`src/cfp_pkg.sv`:
```
// Shared constants and types for the configuration port block.
// Assumes a single 100 MHz system clock; no software registers.
package cfp_pkg;

	// Mode pin encodings (integrator-defined)
	localparam logic [2:0] MODE_MASTER_SERIAL = 3'h0;
	localparam logic [2:0] MODE_SLAVE_SERIAL  = 3'h7;
	localparam logic [2:0] MODE_BYTE_PARALLEL = 3'h6;

	// Memory clear time and divider
	localparam int CLEAR_NS      = 1000;
	localparam int CLK_NS        = 10;
	localparam int CLEAR_CYCLES  = (CLEAR_NS + CLK_NS - 1) / CLK_NS;
	localparam int CFG_CLOCK_HALF = 4;
	localparam int HEADER_BITS   = 64;
	localparam int STARTUP_CYC   = 8;
	localparam int BUSY_CYC      = 2;
	localparam logic [31:0] LOAD_BITS_DEFAULT = 32'h0000_0400;

	typedef enum logic [1:0] {
		CFP_MS,
		CFP_SS,
		CFP_BP
	} cfp_mode_e;

	typedef enum logic [2:0] {
		ST_IDLE,
		ST_CLEAR,
		ST_LOAD,
		ST_STARTUP,
		ST_USER
	} cfp_state_e;

endpackage : cfp_pkg

```
`src/cfp_sync_if.sv`:
```
// Bundle of synchronised pin levels passed from the sampler to the core.
// Assumes both ends share CLK.
`timescale 1ns/100ps
`default_nettype none
interface cfp_sync_if;
	logic       prog_n;
	logic [2:0] mode;
	logic       cfg_clock;
	logic       din;
	logic [7:0] data;
	logic       write_n;
	logic       cs_n;
	modport src (output prog_n, mode, cfg_clock, din, data, write_n, cs_n);
	modport dst (input  prog_n, mode, cfg_clock, din, data, write_n, cs_n);
endinterface : cfp_sync_if
`default_nettype wire

```
`src/cfp_sync.sv`:
```
// Two-stage synchroniser for every pin input of the configuration port except RETAIN_PORT and DONE_OPEN_DRAIN.
// Assumes pins are asynchronous to CLK.
`timescale 1ns/100ps
`default_nettype none
module cfp_sync
	import cfp_pkg::*;
(
	input  wire logic       clk,
	input  wire logic       nrst,
	input  wire logic [15:0] pins,
	cfp_sync_if.src         sy
);
	logic [15:0] stage1;
	logic [15:0] stage2;

	always_ff @(posedge clk) begin
		if (!nrst) begin
			stage1 <= 16'hFFFF;
			stage2 <= 16'hFFFF;
		end else begin
			stage1 <= pins;
			stage2 <= stage1;
		end
	end

	assign sy.prog_n  = stage2[0];
	assign sy.mode    = stage2[3:1];
	assign sy.cfg_clock = stage2[4];
	assign sy.din     = stage2[5];
	assign sy.data    = stage2[13:6];
	assign sy.write_n = stage2[14];
	assign sy.cs_n    = stage2[15];
endmodule : cfp_sync
`default_nettype wire

```
`src/cfp_config_port.sv`:
```
// Configuration port core: restart, clear, load, start-up, user release.
// Assumes CLK at 100 MHz, pins asynchronous, board resolves open drain.
//
// How it works
// - Clock pin input except master serial output
// - After configuration clock pin level ignored
// - Restart pin low starts new configuration
// - Done pin shows load complete, start-up
// - Clear pin low during memory clear
// - Busy output paces parallel byte loading
// - Parallel pins freed unless port retained
// - Serial modes pass header on chain output
// - Eight data pins carry parallel bytes
// - Serial modes load one data input
// - Three mode pins choose configuration mode
`timescale 1ns/100ps
`default_nettype none
module cfp_config_port
	import cfp_pkg::*;
#(
	parameter logic [31:0] LOAD_BITS = LOAD_BITS_DEFAULT
) (
	// Clock and reset
	input  wire logic       CLK,
	input  wire logic       NRST,
	// Control pins
	input  wire logic       PROG_N,
	input  wire logic [2:0] MODE_SEL,
	input  wire logic       RETAIN_PORT,
	input  wire logic       DONE_OPEN_DRAIN,
	// Configuration clock pin
	input  wire logic       CFG_CLOCK_I,
	output logic            CFG_CLOCK_O,
	output logic            CFG_CLOCK_OE,
	// Status pins
	output logic            DONE_O,
	output logic            DONE_OE,
	output logic            CLEAR_N_O,
	output logic            CLEAR_N_OE,
	// Data pins
	input  wire logic [7:0] DATA_I,
	input  wire logic       WRITE_N,
	input  wire logic       CS_N,
	output logic            BUSY_DOUT_O,
	output logic            BUSY_DOUT_OE,
	// Loaded stream and state
	output logic [7:0]      LOAD_DATA,
	output logic            LOAD_VALID,
	output logic            USER_MODE
);
	// ************************************************
	// Pin sampling
	// ************************************************
	cfp_sync_if sy();
	cfp_sync u_sync (
		.clk  (CLK),
		.nrst (NRST),
		.pins ({CS_N, WRITE_N, DATA_I, DATA_I[0], CFG_CLOCK_I,
			MODE_SEL, PROG_N}),
		.sy   (sy)
	);

	cfp_state_e  state;
	cfp_mode_e   mode;
	logic [31:0] count;
	logic [2:0]  div;
	logic        cfg_clock_out;
	logic        cfg_clock_prev;
	logic        cfg_clock_rise;
	logic        wr_prev;
	logic [1:0]  busy_cnt;
	logic [7:0]  shift;
	logic [2:0]  bit_idx;
	logic        dout;

	function automatic cfp_mode_e decode_mode(input logic [2:0] m);
		unique case (m)
			MODE_MASTER_SERIAL: decode_mode = CFP_MS;
			MODE_BYTE_PARALLEL: decode_mode = CFP_BP;
			default:            decode_mode = CFP_SS;
		endcase
	endfunction : decode_mode

	// ************************************************
	// Configuration clock
	// ************************************************
	// Master serial drives its own divided clock
	always_ff @(posedge CLK) begin
		if (!NRST || state != ST_LOAD || mode != CFP_MS) begin
			div           <= 3'h0;
			cfg_clock_out <= 1'b0;
		end else if (div == 3'(CFG_CLOCK_HALF - 1)) begin
			div           <= 3'h0;
			cfg_clock_out <= ~cfg_clock_out;
		end else begin
			div <= div + 3'h1;
		end
	end

	always_ff @(posedge CLK) begin
		if (!NRST)
			cfg_clock_prev <= 1'b0;
		else
			cfg_clock_prev <= (mode == CFP_MS) ? cfg_clock_out : sy.cfg_clock;
	end
	// Only used while loading; level ignored after configuration
	assign cfg_clock_rise = (state == ST_LOAD) && !cfg_clock_prev &&
		((mode == CFP_MS) ? (cfg_clock_out && div == 3'h0) :
		sy.cfg_clock);

	assign CFG_CLOCK_O  = cfg_clock_out;
	assign CFG_CLOCK_OE = (state == ST_LOAD) && (mode == CFP_MS);

	// ************************************************
	// Sequence
	// ************************************************
	always_ff @(posedge CLK) begin
		if (!NRST) begin
			state <= ST_IDLE;
			mode  <= CFP_SS;
			count <= 32'h0;
		end else if (!sy.prog_n) begin
			state <= ST_CLEAR;
			mode  <= decode_mode(sy.mode);
			count <= 32'h0;
		end else begin
			unique case (state)
				ST_IDLE: begin
					state <= ST_CLEAR;
					mode  <= decode_mode(sy.mode);
					count <= 32'h0;
				end
				ST_CLEAR: begin
					if (count == 32'(CLEAR_CYCLES - 1)) begin
						state <= ST_LOAD;
						count <= 32'h0;
					end else
						count <= count + 32'h1;
				end
				ST_LOAD: begin
					if (count >= LOAD_BITS) begin
						state <= ST_STARTUP;
						count <= 32'h0;
					end else if (mode == CFP_BP) begin
						if (!sy.cs_n && !sy.write_n && wr_prev &&
							busy_cnt == 2'h0)
							count <= count + 32'h8;
					end else if (cfg_clock_rise)
						count <= count + 32'h1;
				end
				ST_STARTUP: begin
					if (count == 32'(STARTUP_CYC - 1))
						state <= ST_USER;
					else
						count <= count + 32'h1;
				end
				ST_USER: state <= ST_USER;
			endcase
		end
	end

	// ************************************************
	// Byte port pacing
	// ************************************************
	always_ff @(posedge CLK) begin
		if (!NRST) begin
			wr_prev  <= 1'b1;
			busy_cnt <= 2'h0;
		end else begin
			wr_prev <= sy.write_n;
			if (state == ST_LOAD && mode == CFP_BP && !sy.cs_n &&
				!sy.write_n && wr_prev && busy_cnt == 2'h0)
				busy_cnt <= 2'(BUSY_CYC);
			else if (busy_cnt != 2'h0)
				busy_cnt <= busy_cnt - 2'h1;
		end
	end

	// ************************************************
	// Data capture and chain output
	// ************************************************
	always_ff @(posedge CLK) begin
		if (!NRST) begin
			shift      <= 8'h00;
			bit_idx    <= 3'h0;
			LOAD_DATA  <= 8'h00;
			LOAD_VALID <= 1'b0;
			dout       <= 1'b0;
		end else begin
			LOAD_VALID <= 1'b0;
			if (state == ST_LOAD && mode == CFP_BP && !sy.cs_n &&
				!sy.write_n && wr_prev && busy_cnt == 2'h0) begin
				LOAD_DATA  <= sy.data;
				LOAD_VALID <= 1'b1;
			end else if (state == ST_LOAD && mode != CFP_BP &&
				cfg_clock_rise) begin
				shift   <= {shift[6:0], sy.din};
				bit_idx <= bit_idx + 3'h1;
				if (count < 32'(HEADER_BITS))
					dout <= sy.din;
				if (bit_idx == 3'h7) begin
					LOAD_DATA  <= {shift[6:0], sy.din};
					LOAD_VALID <= 1'b1;
				end
			end else if (state != ST_LOAD) begin
				// Restart mid-byte must not skew the next load
				bit_idx <= 3'h0;
			end
		end
	end

	// ************************************************
	// Pin drivers
	// ************************************************
	assign USER_MODE  = (state == ST_USER);
	// Done driven high only when push-pull; open drain floats high
	assign DONE_O     = (state == ST_STARTUP || state == ST_USER);
	assign DONE_OE    = DONE_OPEN_DRAIN ? !DONE_O : 1'b1;
	assign CLEAR_N_O  = 1'b0;
	assign CLEAR_N_OE = (state == ST_CLEAR || state == ST_IDLE);
	assign BUSY_DOUT_O = (mode == CFP_BP) ? (busy_cnt != 2'h0) : dout;
	// Released to user logic after configuration unless byte parallel with RETAIN_PORT
	assign BUSY_DOUT_OE = (state == ST_LOAD) ||
		(state == ST_STARTUP) ||
		(state == ST_USER && mode == CFP_BP && RETAIN_PORT);
endmodule : cfp_config_port
`default_nettype wire

```
`config.mk`:
```
export PLATFORM = sky130hd
export DESIGN_NAME = cfp_config_port
export DESIGN_NICKNAME = d
export VERILOG_FILES = /design/src/cfp_pkg.sv /design/src/cfp_sync_if.sv /design/src/cfp_sync.sv /design/src/cfp_config_port.sv
export SDC_FILE = /design/constraint.sdc
export NUM_CORES = 1
export LEC_CHECK = 0
export BUFFER_PORTS_ARGS = -buffer_cell sky130_fd_sc_hd__buf_4
export CAP_MARGIN = 0
export CORE_MARGIN = 5
export CORE_UTILIZATION = 25
export DETAILED_ROUTE_END_ITERATION = 8
export PLACE_DENSITY_LB_ADDON = 0.05
export SLEW_MARGIN = 30
export SYNTH_ARGS = -nofsm -noshare
export SYNTH_HDL_FRONTEND = slang
export SYNTH_SLANG_ARGS = --single-unit
export TNS_END_PERCENT = 20
```
`constraint.sdc`:
```
create_clock -name CLK -period 2.6 [get_ports CLK]
set_clock_uncertainty 0.05 [all_clocks]
set_input_delay 0.52 -clock CLK [delete_from_list [all_inputs] [get_ports CLK]]
set_output_delay 0.52 -clock CLK [all_outputs]
set_load 0.005 [all_outputs]
```
==> metrics.txt, run 1 <==
status complete, no violations; top cell type's share of synthesized area 0.426; layout cell share with drive strength beyond 1 0.203; Slew HR 0.656; WS Path Type reg2reg; DIE AREA 20,600 sq um; ANT cells 0; CTS buffer count 9; post-synthesis sequential area ratio 0.426; pwr/cell area 609 nW/um^2; top_reg_cell synth dfxtp_1; Leak 2.14 nW; latest clock arrival within the worst-skew pair 0.35 ns; Routed WL 12,100 microns; synthesized area 4460 sq um; worst min-delay path class in2reg; Startpoint Class register; EDFF count, synth 0; Worst R2R Start count[27]; fin. max-slew vios 0; Synth Register Bits 95; post-route cell area 5490 sq um; Area contributors post-synth dfxtp_1, nand2b_1, nor2_1; maximum capacitance violations 0; Distinct cells, synth 65; Core Region 17,400 sq um; initial antenna violation count 0; drt via density 4.87; critical path required time 2.81 ns; global-route wire length before repair 19,600 microns; Yosys warnings 0; Clock Tree Root clkbuf_16; routed via count 3,859; vias in the first global route 3,781; Max FO, Critical Path 12; Worst VDD drop 0.000315 V; Total Nets Final 589; total clock sinks 95; asr flop ratio synth 0; Avg Cell Area, Syn 8.75 sq um; Post-Place Cells 776; DP Area 5140 sq um; Final Instance Count excl. Fillers 792; Post-Syn Nets 537; Starting DRT DRC Count 218; # DRC 0; GRT Total Usage 0.122; Mapped Cells 510; number of nets with antenna violations after routing 0; die width 144 microns; count leader, synth dfxtp_1; min-delay src WRITE_N; period utilisation layout 0.920; Final HPWL DP 8670 microns; pin count of the biggest net entering global routing 36; CTS clk-pin slew, worst paths 0.08 ns; WP data arrival 2.61 ns; CTS tree built; die height 144 microns; row count 48; area delta synth->final 22.9%; unrepaired setup endpoints after global routing no; Clock Tree Buf Depth 2; final hold viol count 0; Synth area leader dfxtp_1; RD Place Congestion 0.770; DRT Pass-1 Iters 4; min cycle time layout 2.39 ns; worst slew pin tran 0.512 ns; I/O pin count 37; Post-CTS Setup Inserts 0; Post-synth top cells dfxtp_1, nor2_1, nand2_1, nand2b_1, a21oi_1; final setup fails 0; WL/cell 15.3 microns; TNS Setup 0 ns; Initial Utilization 0.256; grt total ovfl 0; htree depth 3; max frequency 418 MHz; port bufs 35; Crit. End Element register; Critical Path Source count[27]
[power breakdown]
group / internal (mW) / switching (mW)
combinational: 0.164 / 0.219
clock: 0.788 / 0.666
sequential: 1.49 / 0.0173
[cells by family (layout without fill, tap and decap cells)]
logic type,Yosys count,in the layout,share of synthesized area
AOI/OAI and AO/OA,127,127,0.194
xor gates and xnor gates,2,2,0.00393
adders and majority gates,8,8,0.0224
buffers and inverters,42,99,0.0527
DFF,95,95,0.426
muxes,16,16,0.0359
other,1,1,0.000840
and+or+nand+nor,219,219,0.264
[layout make-up]
class / instances / area, sq um
clock inverters: 7 / 110
flip-flops and latches: 95 / 1900
clock buffers: 9 / 225
multi-input cells: 373 / 2330
repair buffers: 73 / 598
inverters: 10 / 37.5
fillers: 1870 / 11900
well taps: 225 / 282
[routing by layer]
metal / vias up / global-route usage / wire length (microns)
li1: 1942 / - / -
met1: 1804 / 0.152 / 5360
met2: 92 / 0.201 / 5780
met3: 21 / 0.0303 / 665
met4: 0 / 0.0535 / 303
met5: - / 0 / 0
[stage by stage]
stage	power [mW]	setup slack, ns	utilization	hold slack, ns
after global placement	1.93	0.202	0.295	0.343
after floorplan	1.78	0.398	-	0.336
final	3.34	0.207	0.315	0.288
after detailed placement	1.93	0.240	0.295	0.342
after global routing	3.52	0.0140	0.315	0.267
after CTS	3.43	0.174	0.315	0.269
[flip-flops by register name, summed over array words and instances, names as in the netlist]
register,flops
u_sync.stage1,15
u_sync.stage2,15
count,32
cfg_clock_prev,1
div,3
busy_cnt,2
LOAD_DATA,8
mode,2
state,3
wr_prev,1
shift,7
CFG_CLOCK_O,1
dout,1
LOAD_VALID,1
bit_idx,3
[critical path: stages (launching register included)]
cell	delay (ns)
dfxtp_1	0.36
nor4_1	0.40
nand4_2	0.15
buf_4	0.21
a2111oi_4	0.41
a21oi_1	0.14
buf_4	0.18
buf_12	0.14
a311oi_1	0.25
[placed cells by master, fill, tap and decap left out, drive strengths merged, types with 3 or more instances in the layout]
| cell | instances |
|---|---|
| o21ai | 29 |
| a21oi | 30 |
| or3 | 6 |
| clkinv | 3 |
| ha | 8 |
| nor3 | 21 |
| nand2b | 34 |
| buf | 73 |
| o31ai | 3 |
| and2 | 3 |
| nor2b | 5 |
| nand4b | 3 |
| inv | 13 |
| nand2 | 37 |
| a211oi | 13 |
| mux2i | 16 |
| and3 | 7 |
| a21o | 7 |
| o22a | 4 |
| nand3 | 23 |
| or2 | 4 |
| a311oi | 8 |
| nor3b | 3 |
| nor2 | 48 |
| o31a | 3 |
| nand4 | 7 |
| a2111oi | 3 |
| nor4 | 9 |
| or4 | 3 |
| dfxtp | 95 |
| a31oi | 15 |
| nand3b | 3 |
| clkbuf | 9 |
| o21a | 3 |
[final timing paths]
| path | to | slack (ns) | cells after the start |
|---|---|---|---|
| setup reg to reg | count[22] | 0.21 | 8 |
| setup / recovery | count[22] | 0.21 | 8 |
| hold / removal | u_sync.stage1[14] | 0.29 | 2 |
| hold reg to reg | u_sync.stage2[2] | 0.36 | 1 |
[timing repair]
item / CTS / global route
endpoints found under the setup margin: 0 / 1
endpoints found under the hold margin: 0 / 0
hold buffers: 0 / 0
resized for setup: 0 / 1
Note: power is estimated with default switching activity, not from simulation.
==> run 2, diff against run 1 <==
--- a/config.mk
+++ b/config.mk
@@ -5,8 +5,10 @@
 export SDC_FILE = /design/constraint.sdc
 export NUM_CORES = 1
 export LEC_CHECK = 0
+export ABC_CLOCK_PERIOD_IN_PS = 2600
 export BUFFER_PORTS_ARGS = -buffer_cell sky130_fd_sc_hd__buf_4
 export CAP_MARGIN = 0
+export CORE_ASPECT_RATIO = 1.1
 export CORE_MARGIN = 5
 export CORE_UTILIZATION = 25
 export DETAILED_ROUTE_END_ITERATION = 8
==> run 2 against run 1 <==
Compared with the run above:
- sequential power about the same
- highest routed layer unchanged
- via count decreased by 2.7%
- first-iteration DRC count decreased by 22%
==> metrics.txt, run 2 (synthesis gave the netlist of run 1 again) <==
Worst VDD drop 0.000274 V (was 0.000315 V); die width 137 microns (was 144 microns); Most flops, register count (unchanged); Total Nets Final 590 (was 589); GR Layer Usage met2 0.198 (was 0.201); DRT Pass-1 Iters 4 (unchanged); post-route cell area 5490 sq um (about the same); total clock sinks 95 (unchanged); RD Place Congestion 0.785 (was 0.770); TNS Setup 0 ns (unchanged); Worst path max stage delay 0.42 ns (was 0.41 ns); CTS tree built (unchanged); pin count of the biggest net entering global routing 36 (unchanged); cell repeated most along the worst path buf_4 (unchanged); global-route wire length before repair 19,200 microns (was 19,600 microns); most frequent cells in the layout dfxtp_1, buf_4, nor2_1 (unchanged); htree depth 3 (unchanged); worst slew pin tran 0.509 ns (was 0.512 ns); Crit. End Element register (unchanged); routing usage on met1 0.153 (was 0.152); latest clock arrival within the worst-skew pair 0.35 ns (about the same); Clock Tree Buf Depth 2 (unchanged); grt total ovfl 0 (unchanged); WL/cell 14.8 microns (was 15.3 microns); area delta synth->final 23.1% (was 22.9%); drt via density 4.66 (was 4.87); Total Power 3.24 mW (was 3.34 mW); slowest library cell on the worst path a2111oi_4 (unchanged); unrepaired setup endpoints after global routing no (unchanged); Hold WS 0.291 ns (was 0.288 ns); initial antenna violation count 0 (unchanged); met3 usage 0.0244 (was 0.0303); worst min-delay path class in2reg (unchanged); period utilisation layout 0.919 (was 0.920); CTS buffer count 9 (unchanged); final setup fails 0 (unchanged); grt peak-use layer met2 (unchanged); WP data arrival 2.59 ns (was 2.61 ns); status complete, no violations (unchanged); Post-CTS Setup Inserts 0 (unchanged); Leak 2.14 nW (about the same); Largest register FFs 32 (unchanged); sequential cell area 1900 sq um (unchanged); min cycle time layout 2.39 ns (about the same); Final HPWL DP 8490 microns (was 8670 microns); Routed WL 11,900 microns (was 12,100 microns); Starting DRT DRC Count 169 (was 218); WS Path Type reg2reg (unchanged); port bufs 35 (unchanged); DIE AREA 20,600 sq um (about the same); Final Util 0.312 (was 0.315); area occupied by multi-input gates 2340 sq um (was 2330 sq um); I/O pin count 37 (unchanged); register-to-register setup slack 0.21 ns (about the same); number of nets with antenna violations after routing 0 (unchanged); Initial Utilization 0.253 (was 0.256); Clock Tree Root clkbuf_16 (unchanged); GRT Total Usage 0.120 (was 0.122); layout cell share with drive strength beyond 1 0.206 (was 0.203); critical path, cell by cell nor4_2, buf_4, nand2_1, a2111oi_4, a21oi_1, buf_4, buf_12, a311oi_1 (was nor4_1, nand4_2, buf_4, a2111oi_4, a21oi_1, buf_4, buf_12, a311oi_1); maximum capacitance violations 0 (unchanged); PostCTS Resize Cnt 0 (unchanged); ANT cells 0 (unchanged); critical path required time 2.80 ns (was 2.81 ns); filler cell count 1,929 (was 1,870); die height 150 microns (was 144 microns); fin. max-slew vios 0 (unchanged); Startpoint Class register (unchanged); row count 51 (was 48); max frequency 419 MHz (was 418 MHz); Slew HR 0.660 (was 0.656); CTS clk-pin slew, worst paths 0.08 ns (about the same); final hold viol count 0 (unchanged); commonest non-fill, non-tap cell in the layout dfxtp_1 (unchanged); vias in the first global route 3,660 (was 3,781); Max FO, Critical Path 11 (was 12); pwr/cell area 590 nW/um^2 (was 609 nW/um^2); routed via count 3,755 (was 3,859); Largest regs count: 32 flops, u_sync.stage1: 15 flops, u_sync.stage2: 15 flops (unchanged); # DRC 0 (unchanged); Core Region 17,600 sq um (was 17,400 sq um); # hold bufs at CTS 0 (unchanged); DP Area 5180 sq um (was 5140 sq um)
-- run 2: changes by cell type in the layout (fill, tap and decap cells not counted), sizes merged --
cell	change
buf	+1
clkinv	-1
inv	+1
bufinv	-1
clkinvlp	+1
-- run 2: per-stage QoR --
step	setup slack, ns	cells
6_report	0.211	806
2_1_floorplan	0.398	510
4_1_cts	0.0908	806
5_1_grt	0.00462	806
3_3_place_gp	0.112	790
3_5_place_dp	0.125	790
-- run 2: path summary, 6_finish.rpt --
path,from,endpoint,cells past startpoint
setup / recovery,count[15],count[31],8
hold / removal,DATA_I[4],u_sync.stage1[10],2
setup reg to reg,count[15],count[31],8
hold reg to reg,u_sync.stage1[4],u_sync.stage2[4],1
-- run 2: layout make-up --
| class | count | area share |
|---|---|---|
| Clock buffer | 9 | 0.0410 |
| Clock inverter | 7 | 0.0137 |
| Inverter | 10 | 0.00683 |
| Multi-Input combinational cell | 373 | 0.426 |
| Sequential cell | 95 | 0.346 |
| Tap cell | 238 | 0.0542 |
| Timing Repair Buffer | 74 | 0.113 |
-- run 2: power breakdown --
part           internal, mW  leakage [nW]  switching [mW]
clock network         0.684         0.145           0.667
registers              1.49         0.774          0.0149
logic                 0.168          1.22           0.217
-- run 2: per-layer routing --
metal  part of all wire  vias up
met5                  0        -
met2               0.48       71
li1                   -     1942
met4              0.020        0
met1               0.45     1726
met3              0.042       16
-- run 2: critical path: cells and delay by family (launching register included) --
| family | cells | cell delay (ns) |
|---|---|---|
| flip-flops | 1 | 0.39 |
| AND/OR/NAND/NOR | 2 | 0.52 |
| buffers and inverters | 3 | 0.53 |
| AO/OA/AOI/OAI | 3 | 0.80 |
==> run 3, diff against run 2 <==
--- a/config.mk
+++ b/config.mk
@@ -5,7 +5,7 @@
 export SDC_FILE = /design/constraint.sdc
 export NUM_CORES = 1
 export LEC_CHECK = 0
-export ABC_CLOCK_PERIOD_IN_PS = 2600
+export ABC_CLOCK_PERIOD_IN_PS = 2140
 export BUFFER_PORTS_ARGS = -buffer_cell sky130_fd_sc_hd__buf_4
 export CAP_MARGIN = 0
 export CORE_ASPECT_RATIO = 1.1
==> constraint.sdc (replaced) <==
create_clock -name CLK -period 2.14 [get_ports CLK]
set_clock_uncertainty 0.05 [all_clocks]
set_input_delay 0.428 -clock CLK [delete_from_list [all_inputs] [get_ports CLK]]
set_output_delay 0.428 -clock CLK [all_outputs]
set_load 0.005 [all_outputs]
==> run 3 against run 2 <==
Compared with the run above:
- the flow now finishes with violations (negative setup slack)
- sequential power rose by 22%
- non-clock buffer count rose by 71
- cell area rose by 16%
- critical endpoint is now count[3]
==> metrics.txt, run 3 (synthesis gave the netlist of run 1 again) <==
initial antenna violation count 0 (unchanged); global-route wire length before repair 20,700 microns (was 19,200 microns); Clock Tree Buf Depth 2 (unchanged); min-delay src MODE_SEL[1] (was DATA_I[4]); CTS clk-pin slew, worst paths 0.07 ns (was 0.08 ns); WP data arrival 2.54 ns (was 2.59 ns); GRT Total Usage 0.129 (was 0.120); Startpoint Class register (unchanged); Initial Utilization 0.253 (unchanged); min cycle time layout 2.29 ns (was 2.39 ns); filler cell count 1,855 (was 1,929); Post-Place Cells 852 (was 790); most frequent cells in the layout buf_4, dfxtp_1, nor2_1 (was dfxtp_1, buf_4, nor2_1); area delta synth->final 42.8% (was 23.1%); number of nets with antenna violations after routing 0 (unchanged); Worst VDD drop 0.000379 V (was 0.000274 V); worst slew pin tran 0.491 ns (was 0.509 ns); final worst slack -0.154 ns (was 0.211 ns); RD Place Congestion 0.826 (was 0.785); pwr/cell area 660 nW/um^2 (was 590 nW/um^2); Min-Delay Endpoint u_sync.stage1[2] (was u_sync.stage1[10]); unrepaired setup endpoints after global routing yes (was no); commonest non-fill, non-tap cell in the layout buf_4 (was dfxtp_1); Final Instance Count excl. Fillers 877 (was 806); I/O pin count 37 (unchanged); CTS tree built (unchanged); area occupied by multi-input gates 2600 sq um (was 2340 sq um); Slew HR 0.670 (was 0.660); TNS Setup -1.59 ns (was 0 ns); htree depth 3 (unchanged); CTS buffer count 9 (unchanged); Largest regs count: 32 flops, u_sync.stage1: 15 flops, u_sync.stage2: 15 flops (unchanged); Core Region 17,600 sq um (unchanged); Leak 2.60 nW (was 2.14 nW); grt total ovfl 0 (unchanged); DIE AREA 20,600 sq um (unchanged); Starting DRT DRC Count 221 (was 169); Hold Path Stages 2 (unchanged); final hold viol count 0 (unchanged); Total Nets Final 661 (was 590); Worst R2R Start state[2] (was count[15]); port bufs 35 (unchanged); period utilisation layout 1.07 (was 0.919); latest clock arrival within the worst-skew pair 0.35 ns (about the same); violated checks negative setup slack; pin count of the biggest net entering global routing 36 (unchanged); row count 51 (unchanged); DRT Pass-1 Iters 4 (unchanged); Max FO, Critical Path 5 (was 11); WL/cell 14.9 microns (was 14.8 microns); final setup fails 26 (was 0); Clock Tree Root clkbuf_16 (unchanged); Crit. End Element register (unchanged); # hold bufs at CTS 0 (unchanged); layout cell share with drive strength beyond 1 0.360 (was 0.206); die height 150 microns (unchanged); # DRC 0 (unchanged); vias in the first global route 3,996 (was 3,660); FF-to-FF path depth 9 (was 8); Most flops, register count (unchanged); Reg2Reg Capture Point count[3] (was count[31]); routed via count 4,140 (was 3,755); fin. max-slew vios 0 (unchanged); drt via density 4.72 (was 4.66); max frequency 436 MHz (was 419 MHz); status complete, but fails checks (was complete, no violations); Largest register FFs 32 (unchanged); Final HPWL DP 9210 microns (was 8490 microns); critical path required time 2.39 ns (was 2.80 ns); die width 137 microns (unchanged); sequential cell area 1910 sq um (was 1900 sq um); register-to-register setup slack -0.15 ns (was 0.21 ns); Routed WL 13,100 microns (was 11,900 microns); worst min-delay path class in2reg (unchanged); total clock sinks 95 (unchanged); WS Path Type reg2reg (unchanged); ANT cells 0 (unchanged); maximum capacitance violations 0 (unchanged)
run 3: layer usage:
| layer | track usage | up-vias | share of wire |
|---|---|---|---|
| li1 | - | 2093 | - |
| met1 | 0.162 | 1961 | 0.46 |
| met2 | 0.213 | 68 | 0.49 |
| met3 | 0.0251 | 18 | 0.031 |
| met4 | 0.0579 | 0 | 0.023 |
| met5 | 0 | - | 0 |
run 3: worst max path at each step:
stage | slack (ns) | start | cells after the start | endpoint
after floorplan | -0.04 | count[0] | 8 | count[13]
after global placement | -0.26 | count[10] | 9 | count[2]
after detailed placement | -0.27 | count[10] | 9 | count[15]
after CTS | -0.14 | count[31] | 9 | count[21]
after global routing | -0.23 | state[2] | 9 | count[6]
final | -0.15 | state[2] | 9 | count[3]
run 3: stage by stage:
step	power (mW)	instance area (sq um)	setup slack (ns)	hold WS, ns	utilization
after global placement	2.38	5620	-0.260	0.339	0.319
final	4.21	6370	-0.154	0.204	0.362
after detailed placement	2.38	5620	-0.275	0.341	0.319
after floorplan	2.16	4470	-0.0418	0.336	-
after global routing	4.41	6370	-0.234	0.188	0.362
after CTS	4.15	6030	-0.142	0.191	0.342
run 3: layout make-up:
| cell class | instances | share of cell area |
|---|---|---|
| Clock buffer | 9 | 0.0353 |
| Timing Repair Buffer | 145 | 0.190 |
| Tap cell | 238 | 0.0467 |
| Multi-Input combinational cell | 373 | 0.408 |
| Clock inverter | 7 | 0.0139 |
| Inverter | 10 | 0.00589 |
| Sequential cell | 95 | 0.300 |
run 3: where the power goes:
part           internal [mW]  switching (mW)
Sequential              1.81          0.0185
Combinational          0.323           0.330
Clock                  0.936           0.789
run 3: timing repair:
action / in CTS / in global routing
resized for setup: 18 / 58
gates cloned: 0 / 3
pin swaps: 2 / 26
buffers inserted: 0 / 6
endpoints found under the setup margin: 37 / 41
run 3: critical path: stages, from the launching register on:
cell and delay, ns:
dfxtp_2 0.32, or3b_4 0.38, buf_6 0.13, nor3_4 0.25, a2111oi_4 0.11, buf_4 0.15, a211o_4 0.37, buf_12 0.15
o32ai_2 0.19, a21o_1 0.13
